===== config.mk =====
export PLATFORM = sky130hd
export DESIGN_NAME = pcr_pad_cell
export DESIGN_NICKNAME = d
export VERILOG_FILES = /design/src/rtl/pcr_store.v /design/src/rtl/pcr_delay.v /design/src/rtl/pcr_pad_cell.v
export VERILOG_INCLUDE_DIRS = /design/src /design/src/rtl
export SDC_FILE = /design/constraint.sdc
export NUM_CORES = 1
export LEC_CHECK = 0
export BUFFER_PORTS_ARGS = -buffer_cell sky130_fd_sc_hd__buf_2
export CAP_MARGIN = 20
export CELL_PAD_IN_SITES_DETAIL_PLACEMENT = 0
export CELL_PAD_IN_SITES_GLOBAL_PLACEMENT = 1
export CORE_ASPECT_RATIO = 0.7
export CORE_MARGIN = 5
export CORE_UTILIZATION = 38
export DETAILED_ROUTE_END_ITERATION = 12
export GPL_ROUTABILITY_DRIVEN = 0
export PLACE_DENSITY = 0.91
export SLEW_MARGIN = 25
export SYNTH_ARGS = -nofsm -noshare
export SYNTH_HDL_FRONTEND = slang
export SYNTH_SLANG_ARGS = --single-unit

===== constraint.sdc =====
create_clock -name sys_clk -period 2.2 [get_ports sys_clk]
set_input_delay 0.11 -clock sys_clk [delete_from_list [all_inputs] [get_ports sys_clk]]
set_output_delay 0.11 -clock sys_clk [all_outputs]
set_load 0.005 [all_outputs]

===== src/rtl/pcr_defines.vh =====
// What this block does
// - Each element is flip-flop or latch
// - One shared clock, separate clock enables
// - Shared set/reset, four modes per element
// - Buffers and controls each have inversion
// - Unused drivers high-impedance before configuration
// - Pull-down and keeper off before configuration
// - Mode pin picks pre-configuration pull-ups globally
// - Input path direct or through register
// - Optional matched delay before input register
// - Configured pull-up and pull-down after configuration
// - Output and enable direct or registered
// - Keeper drives pin to sensed level
`ifndef PCR_DEFINES_VH
`define PCR_DEFINES_VH

// Register bus geometry
`define PCR_AW          8
`define PCR_DW          32

// Register byte addresses
`define PCR_ADDR_CTRL   8'h00
`define PCR_ADDR_ELEM   8'h04
`define PCR_ADDR_INV    8'h08
`define PCR_ADDR_PAD    8'h0C
`define PCR_ADDR_STAT   8'h10

// Element indices
`define PCR_EL_IN       0
`define PCR_EL_OUT      1
`define PCR_EL_TRI      2
`define PCR_NEL         3

// Per-element config nibble
`define PCR_EF_W        4
`define PCR_EF_LATCH    0
`define PCR_EF_SR_LO    1
`define PCR_EF_SR_HI    2
`define PCR_EF_REG      3

// Shared set/reset modes
`define PCR_SR_SSET     2'h0
`define PCR_SR_SRST     2'h1
`define PCR_SR_APRE     2'h2
`define PCR_SR_ACLR     2'h3

// Inversion register fields
`define PCR_INV_IBUF    0
`define PCR_INV_OBUF    1
`define PCR_INV_CLK     2
`define PCR_INV_SR      3
`define PCR_INV_CE_LO   4
`define PCR_INV_CE_HI   6

// Pad register fields
`define PCR_PAD_PU      0
`define PCR_PAD_PD      1
`define PCR_PAD_KEEP    2
`define PCR_PAD_DLY     3

// Control and status fields
`define PCR_CTRL_DONE   0
`define PCR_ST_Q_LO     0
`define PCR_ST_Q_HI     2
`define PCR_ST_PAD      3
`define PCR_ST_DONE     4

// Reset values
`define PCR_ELEM_RST    12'h000
`define PCR_INV_RST     7'h00
`define PCR_PAD_RST     4'h0

// Matched clock-distribution delay, in system clock cycles
`define PCR_DLY_CYC     2

`endif


===== src/rtl/pcr_store.v =====
`timescale 1ns/100ps
`include "pcr_defines.vh"

module pcr_store (
  // Clock and reset
  input  wire       sys_clk,
  input  wire       rst_n,
  input  wire       ena,
  // Configuration
  input  wire       latch_mode,
  input  wire [1:0] sr_mode,
  // Controls, polarity already applied
  input  wire       clk_lvl,
  input  wire       clk_rise,
  input  wire       ce,
  input  wire       sr,
  input  wire       d,
  // State
  output reg        q_q
);

  wire sr_async = sr_mode[1];
  wire sr_val   = (sr_mode == `PCR_SR_SSET) || (sr_mode == `PCR_SR_APRE);
  // Latch is open while clock level active, flop takes rising edge only
  wire open_now = latch_mode ? (clk_lvl && ce) : (clk_rise && ce);

  ////////////////////////////////////////////////////////////////////
  // Storage element
  always @(posedge sys_clk or negedge rst_n) begin
    if (!rst_n) begin
      q_q <= 1'b0;
    end else if (ena) begin
      if (sr && sr_async) begin
        q_q <= sr_val;
      end else if (open_now) begin
        q_q <= sr ? sr_val : d;
      end
    end
  end

endmodule // pcr_store


===== src/rtl/pcr_delay.v =====
`timescale 1ns/100ps
`include "pcr_defines.vh"

module pcr_delay (
  // Clock and reset
  input  wire sys_clk,
  input  wire rst_n,
  input  wire ena,
  // Data
  input  wire d,
  output wire q
);

  reg [`PCR_DLY_CYC-1:0] stg_q;

  ////////////////////////////////////////////////////////////////////
  // Delay chain, one flop per stage
  genvar i;
  generate
    for (i = 0; i < `PCR_DLY_CYC; i = i + 1) begin : g_stg
      always @(posedge sys_clk or negedge rst_n) begin
        if (!rst_n) begin
          stg_q[i] <= 1'b0;
        end else if (ena) begin
          stg_q[i] <= (i == 0) ? d : stg_q[(i == 0) ? 0 : i-1];
        end
      end
    end
  endgenerate

  assign q = stg_q[`PCR_DLY_CYC-1];

endmodule // pcr_delay


===== src/rtl/pcr_pad_cell.v =====
`timescale 1ns/100ps
`include "pcr_defines.vh"

module pcr_pad_cell (
  // Clock, reset, enable
  input  wire                sys_clk,
  input  wire                nrst,
  input  wire                sys_ce,
  // Register port
  input  wire [`PCR_AW-1:0]  reg_addr,
  input  wire [`PCR_DW-1:0]  reg_wdata,
  input  wire                reg_wr,
  input  wire                reg_rd,
  output reg  [`PCR_DW-1:0]  reg_rdata_q,
  // Configuration mode pin
  input  wire                boot_pullup,
  // User logic side
  input  wire                user_clk,
  input  wire [2:0]          user_ce,
  input  wire                user_sr,
  input  wire                user_out,
  input  wire                user_tri,
  output reg                 user_in_q,
  // Pad side
  input  wire                pad_i,
  output reg                 pad_o_q,
  output reg                 pad_oe_q,
  output reg                 pull_up_q,
  output reg                 pull_down_q,
  output reg                 keep_o_q,
  output reg                 keep_oe_q
);

  ////////////////////////////////////////////////////////////////////
  // Reset release
  reg                        rst_s1_q;
  reg                        rst_n;

  // Async assert, two-flop release
  always @(posedge sys_clk or negedge nrst) begin
    if (!nrst) begin
      rst_s1_q <= 1'b0;
      rst_n    <= 1'b0;
    end else begin
      rst_s1_q <= 1'b1;
      rst_n    <= rst_s1_q;
    end
  end

  ////////////////////////////////////////////////////////////////////
  // Configuration registers
  reg                        done_q;
  reg  [3*`PCR_EF_W-1:0]     elem_q;
  reg  [6:0]                 inv_q;
  reg  [3:0]                 pad_cfg_q;
  wire [`PCR_NEL-1:0]        q_el;

  // Writes; done stays until reset so configuration is one-way
  always @(posedge sys_clk or negedge rst_n) begin
    if (!rst_n) begin
      done_q    <= 1'b0;
      elem_q    <= `PCR_ELEM_RST;
      inv_q     <= `PCR_INV_RST;
      pad_cfg_q <= `PCR_PAD_RST;
    end else if (sys_ce && reg_wr) begin
      if (reg_addr == `PCR_ADDR_CTRL) begin
        done_q <= done_q | reg_wdata[`PCR_CTRL_DONE];
      end else if (reg_addr == `PCR_ADDR_ELEM) begin
        elem_q <= reg_wdata[3*`PCR_EF_W-1:0];
      end else if (reg_addr == `PCR_ADDR_INV) begin
        inv_q <= reg_wdata[`PCR_INV_CE_HI:0];
      end else if (reg_addr == `PCR_ADDR_PAD) begin
        pad_cfg_q <= reg_wdata[`PCR_PAD_DLY:0];
      end
    end
  end

  // Read data stands one cycle after the strobe, zero otherwise
  always @(posedge sys_clk or negedge rst_n) begin
    if (!rst_n) begin
      reg_rdata_q <= {`PCR_DW{1'b0}};
    end else if (sys_ce) begin
      reg_rdata_q <= {`PCR_DW{1'b0}};
      if (reg_rd) begin
        if (reg_addr == `PCR_ADDR_CTRL) begin
          reg_rdata_q[`PCR_CTRL_DONE] <= done_q;
        end else if (reg_addr == `PCR_ADDR_ELEM) begin
          reg_rdata_q[3*`PCR_EF_W-1:0] <= elem_q;
        end else if (reg_addr == `PCR_ADDR_INV) begin
          reg_rdata_q[`PCR_INV_CE_HI:0] <= inv_q;
        end else if (reg_addr == `PCR_ADDR_PAD) begin
          reg_rdata_q[`PCR_PAD_DLY:0] <= pad_cfg_q;
        end else if (reg_addr == `PCR_ADDR_STAT) begin
          reg_rdata_q[`PCR_ST_Q_HI:`PCR_ST_Q_LO] <= q_el;
          reg_rdata_q[`PCR_ST_PAD]               <= pad_i;
          reg_rdata_q[`PCR_ST_DONE]              <= done_q;
        end
      end
    end
  end

  ////////////////////////////////////////////////////////////////////
  // Control polarity and clock edge
  reg                        clk_prev_q;
  wire                       clk_lvl  = user_clk ^ inv_q[`PCR_INV_CLK];
  wire                       clk_rise = clk_lvl & ~clk_prev_q;
  wire                       sr_lvl   = user_sr ^ inv_q[`PCR_INV_SR];
  wire [2:0]                 ce_lvl   = user_ce ^ inv_q[`PCR_INV_CE_HI:`PCR_INV_CE_LO];

  // Previous clock level for edge detection
  always @(posedge sys_clk or negedge rst_n) begin
    if (!rst_n) begin
      clk_prev_q <= 1'b0;
    end else if (sys_ce) begin
      clk_prev_q <= clk_lvl;
    end
  end

  ////////////////////////////////////////////////////////////////////
  // Input buffer and delay stage
  wire                       ibuf = pad_i ^ inv_q[`PCR_INV_IBUF];
  wire                       ibuf_dly;
  wire                       in_d;

  pcr_delay u_delay (
    .sys_clk (sys_clk),
    .rst_n   (rst_n),
    .ena     (sys_ce),
    .d       (ibuf),
    .q       (ibuf_dly)
  );

  // Delay only when configured, matched to clock distribution
  assign in_d = pad_cfg_q[`PCR_PAD_DLY] ? ibuf_dly : ibuf;

  ////////////////////////////////////////////////////////////////////
  // Three storage elements, shared clock and set/reset
  wire [`PCR_NEL-1:0]        d_el = {user_tri, user_out, in_d};

  genvar e;
  generate
    for (e = 0; e < `PCR_NEL; e = e + 1) begin : g_el
      pcr_store u_store (
        .sys_clk    (sys_clk),
        .rst_n      (rst_n),
        .ena        (sys_ce),
        .latch_mode (elem_q[e*`PCR_EF_W+`PCR_EF_LATCH]),
        .sr_mode    (elem_q[e*`PCR_EF_W+`PCR_EF_SR_HI:e*`PCR_EF_W+`PCR_EF_SR_LO]),
        .clk_lvl    (clk_lvl),
        .clk_rise   (clk_rise),
        .ce         (ce_lvl[e]),
        .sr         (sr_lvl),
        .d          (d_el[e]),
        .q_q        (q_el[e])
      );
    end
  endgenerate

  ////////////////////////////////////////////////////////////////////
  // Route selection
  wire in_reg  = elem_q[`PCR_EL_IN*`PCR_EF_W+`PCR_EF_REG];
  wire out_reg = elem_q[`PCR_EL_OUT*`PCR_EF_W+`PCR_EF_REG];
  wire tri_reg = elem_q[`PCR_EL_TRI*`PCR_EF_W+`PCR_EF_REG];
  wire in_sel  = in_reg ? q_el[`PCR_EL_IN] : ibuf;
  wire out_sel = out_reg ? q_el[`PCR_EL_OUT] : user_out;
  wire tri_sel = tri_reg ? q_el[`PCR_EL_TRI] : user_tri;
  // Driver on only after configuration and with three-state released
  wire oe_d    = done_q & ~tri_sel;

  ////////////////////////////////////////////////////////////////////
  // Pad outputs, all registered
  always @(posedge sys_clk or negedge rst_n) begin
    if (!rst_n) begin
      user_in_q   <= 1'b0;
      pad_o_q     <= 1'b0;
      pad_oe_q    <= 1'b0;
      pull_up_q   <= 1'b0;
      pull_down_q <= 1'b0;
      keep_o_q    <= 1'b0;
      keep_oe_q   <= 1'b0;
    end else if (sys_ce) begin
      user_in_q <= in_sel;
      pad_o_q   <= out_sel ^ inv_q[`PCR_INV_OBUF];
      pad_oe_q  <= oe_d;
      if (!done_q) begin
        pull_up_q   <= boot_pullup;
        pull_down_q <= 1'b0;
        keep_oe_q   <= 1'b0;
      end else begin
        pull_up_q   <= pad_cfg_q[`PCR_PAD_PU];
        pull_down_q <= pad_cfg_q[`PCR_PAD_PD];
        // Keeper yields while the main driver is on
        keep_oe_q   <= pad_cfg_q[`PCR_PAD_KEEP] & ~oe_d;
      end
      keep_o_q <= pad_i;
    end
  end

endmodule // pcr_pad_cell


==> summary.txt <==
Die
  • Initial Util: 0.3838
  • IO Pins: 93
  • Floorplan Core Area: ~6700 sq um
  • Die X: 108.1 um
  • Die Ht: just under 80 um
  • Die area: 8497 sq um
  • # rows: 25

Timing
  • Worst-Margin Slew: between 0.5 and 0.6 ns
  • Relative slew slack: 0.6533
  • Clk_skew: around 0.0075 ns
  • Final TNS setup: 0 ns
  • Slew Viols, Final: 0
  • Fin. Hold Viols: 0
  • Final Cycle Share: 0.6490
  • RSZ-0062 raised after global routing: no
  • Peak Freq: between 700 and 800 MHz
  • Period minus WS final: 1.428 ns
  • # setup viols final: 0

Critical path
  • Slowest stage delay, CP: 0.42 ns
  • Slowest cell on crit path: dfrtp_1
  • Worst Path Required: 2.40 ns
  • Critical Path Fanout Max: 9
  • Reg2reg setup slack: between 0.7 and 0.8 ns
  • CP Capture Type: flop
  • Worst Path Arrival: between 1.5 and 2 ns
  • CP Class: reg2reg
  • Critical Path, Cell by Cell: xor2_1 -> buf_4 -> nand3_1 -> o21ai_0 -> mux2_2
  • Critical Path Source Type: flop

Power
  • Sw frac: 0.2572
  • Pwr Total: 1.741 mW
  • Leak: 1.486 nW
  • Combinational Power Share: 0.113
  • Power share of the clock group: 0.305
  • Sequential share of power: 0.582
  • Power per cell area: approximately 590 nW/um^2
  • Peak supply drop: 0.0002421 V
  • Internal Pwr Total: roughly 1.3 mW
  • Switching power: roughly 450 uW

Routing
  • Routed wl met3: 350 um
  • Wire per inst: 15.84 um
  • Via count: 1,799
  • First DRT Iteration DRCs: 81
  • Highest routed layer: met4
  • Antenna Nets Post-Route: 0
  • WL met2: 2700 um
  • Met1 wire length: between 2000 and 3000 um
  • First drt pass iteration count: 4
  • Vias per cell: 4.810
  • Final WL: 5923 um
  • Remaining DRCs: 0

Place
  • HPWL Detailed: 4473 um
  • Placement Cell Area: between 2000 and 3000 sq um
  • Port buffer count: 52

Synth
  • Count leader, synth: dfrtp_1
  • Synth Instances: between 200 and 250
  • Cells taking the most area after synthesis: dfrtp_1, mux2_4, mux2_2
  • Post-synthesis sequential area ratio: 0.4990
  • Syn Std Cell Area: ~2600 sq um
  • Share of the synthesized area in the top cell type: 0.4990
  • Post-synth top area cell: dfrtp_1
  • Post-synthesis register bit count: 51
  • Post-synth EDFFs: 0
  • Post-synth top cells: dfrtp_1, buf_4, nor2_1, mux2_2, mux2_4
  • Yosys warns: 0
  • Most common flop cell mapped by yosys: dfrtp_1
  • Average size of a mapped cell: 11.32 sq um
  • Yosys cell types: 39
  • Asr flop ratio synth: 1.000

Clock tree
  • Post-cts gate resize count: 0
  • Max clock buf depth: 2
  • Cts bufs inserted: 5
  • CTS tree: built
  • Root Buffer: clkbuf_8
  • H-tree Lvls: 2
  • Worst skew pair latency: 0.31 ns
  • Sink Count: 51
  • Worst-path clk slew: about 0.090 ns

GRT
  • First-pass GRT wire length: 9556 um
  • Initial antenna violation count: 0
  • GRT Residual Overflow: 0
  • Total GRT Usage: 0.1458
  • Pin count of the biggest net entering global routing: 29
  • Vias in the first global route: 1,839

Layout
  • Area growth from synthesis to layout: 14.82%
  • N_diodes: 0
  • Fraction of layout cells with a size suffix above 1: 0.3393
  • Final Cell Area: roughly 3000 sq um
  • Total Nets Final: 333

Job
  • Max-cap violations: 0

Outcome
  • Status: finished clean

Worst hold path
  • Worst hold path class: in2reg
## cell families (layout without fill, tap and decap cells)
family,after synthesis,in the layout,synth area share
muxes,34,34,0.1678
and+or+nand+nor,45,45,0.09100
xor gates and xnor gates,7,7,0.02397
other,2,21,0.002937
AOI/OAI and AO/OA,47,47,0.1218
DFF,51,51,0.4990
buffers and inverters,40,75,0.09344
## per-layer routing
metal | vias up | global-route usage
met1 | 873 | 0.2024
li1 | 858 | -
met5 | - | 0
met3 | 8 | 0.03615
met4 | 0 | 0.04161
met2 | 60 | 0.2258
## worst max-delay path, delay by kind of cell (launching register included)
family          cells  cell delay [ns]
simple gates        1             0.08
buf+inv             1             0.19
xor+xnor            1             0.16
flops               1             0.42
mux                 1             0.36
compound gates      1             0.11
## placed cells by master, fill, tap and decap left out, types with 7 or more instances in the layout
cell type,n
nand3_1,7
mux2_4,14
o21ai_0,13
inv_1,10
buf_2,52
dfrtp_1,50
mux2_2,15
nor2_1,16
conb_1,21
a21oi_1,11
## flip-flops by register name (all words and copies together), names as in the netlist, 3 cells and up
name and flops:
elem_q 12, reg_rdata_q 12, inv_q 7, pad_cfg_q 4, g_el.u_store.q_q 3
## area by class of cell
cell class / count / area, sq um
well taps: 94 / 117.6
clock inverters: 1 / 5.005
clock buffers: 7 / 76.32
fillers: 665 / 3726
inverters: 11 / 41.29
multi-input cells: 154 / 1114
flip-flops and latches: 51 / 1277
repair buffers: 56 / 305.3
## worst paths after layout
kind                                       from                               to  cells after the start
hold reg to reg                 rst_n$_DFF_PN0_              pad_o_q$_DFFE_PN0P_                      0
max in group asynchronous       rst_n$_DFF_PN0_            pull_up_q$_DFFE_PN0P_                      1
setup reg to reg           inv_q[3]$_DFFE_PN0P_  g_el[1].u_store.q_q$_DFFE_PN0P_                      5
min in group asynchronous                  nrst               rst_s1_q$_DFF_PN0_                      2
hold / removal                    reg_wdata[10]           elem_q[10]$_DFFE_PN0P_                      2
setup / recovery           inv_q[3]$_DFFE_PN0P_  g_el[1].u_store.q_q$_DFFE_PN0P_                      5
## power groups by stage
| stage | combinational [mW] | sequential (mW) | clock [mW] |
|---|---|---|---|
| 2_1_floorplan | 0.139 | 1.03 | 0 |
| 3_3_place_gp | 0.191 | 1.03 | 0 |
| 3_5_place_dp | 0.195 | 1.03 | 0 |
| 4_1_cts | 0.198 | 1.01 | 0.549 |
| 5_1_grt | 0.222 | 1.02 | 0.582 |
| 6_report | 0.196 | 1.01 | 0.531 |
## per-stage QoR
| step | std cells | hold slack [ns] | utilization | setup WS, ns |
|---|---|---|---|---|
| finish | 374 | 0.03169 | 0.4408 | 0.7722 |
| global route | 374 | 0.02475 | 0.4408 | 0.7297 |
| detailed placement | 365 | -0.1007 | 0.4270 | 0.5888 |
| CTS | 374 | 0.02463 | 0.4408 | 0.7845 |
| floorplan | 245 | -0.1856 | - | 0.6752 |
| global placement | 365 | -0.1040 | 0.4270 | 0.5796 |
## repair_timing
item | 4_1_cts | 5_1_grt
buffers inserted | 0 | 0
hold buffers | 1 | 0
hold endpoints to repair | 2 | 0
Note: power is estimated with default switching activity, not from simulation.
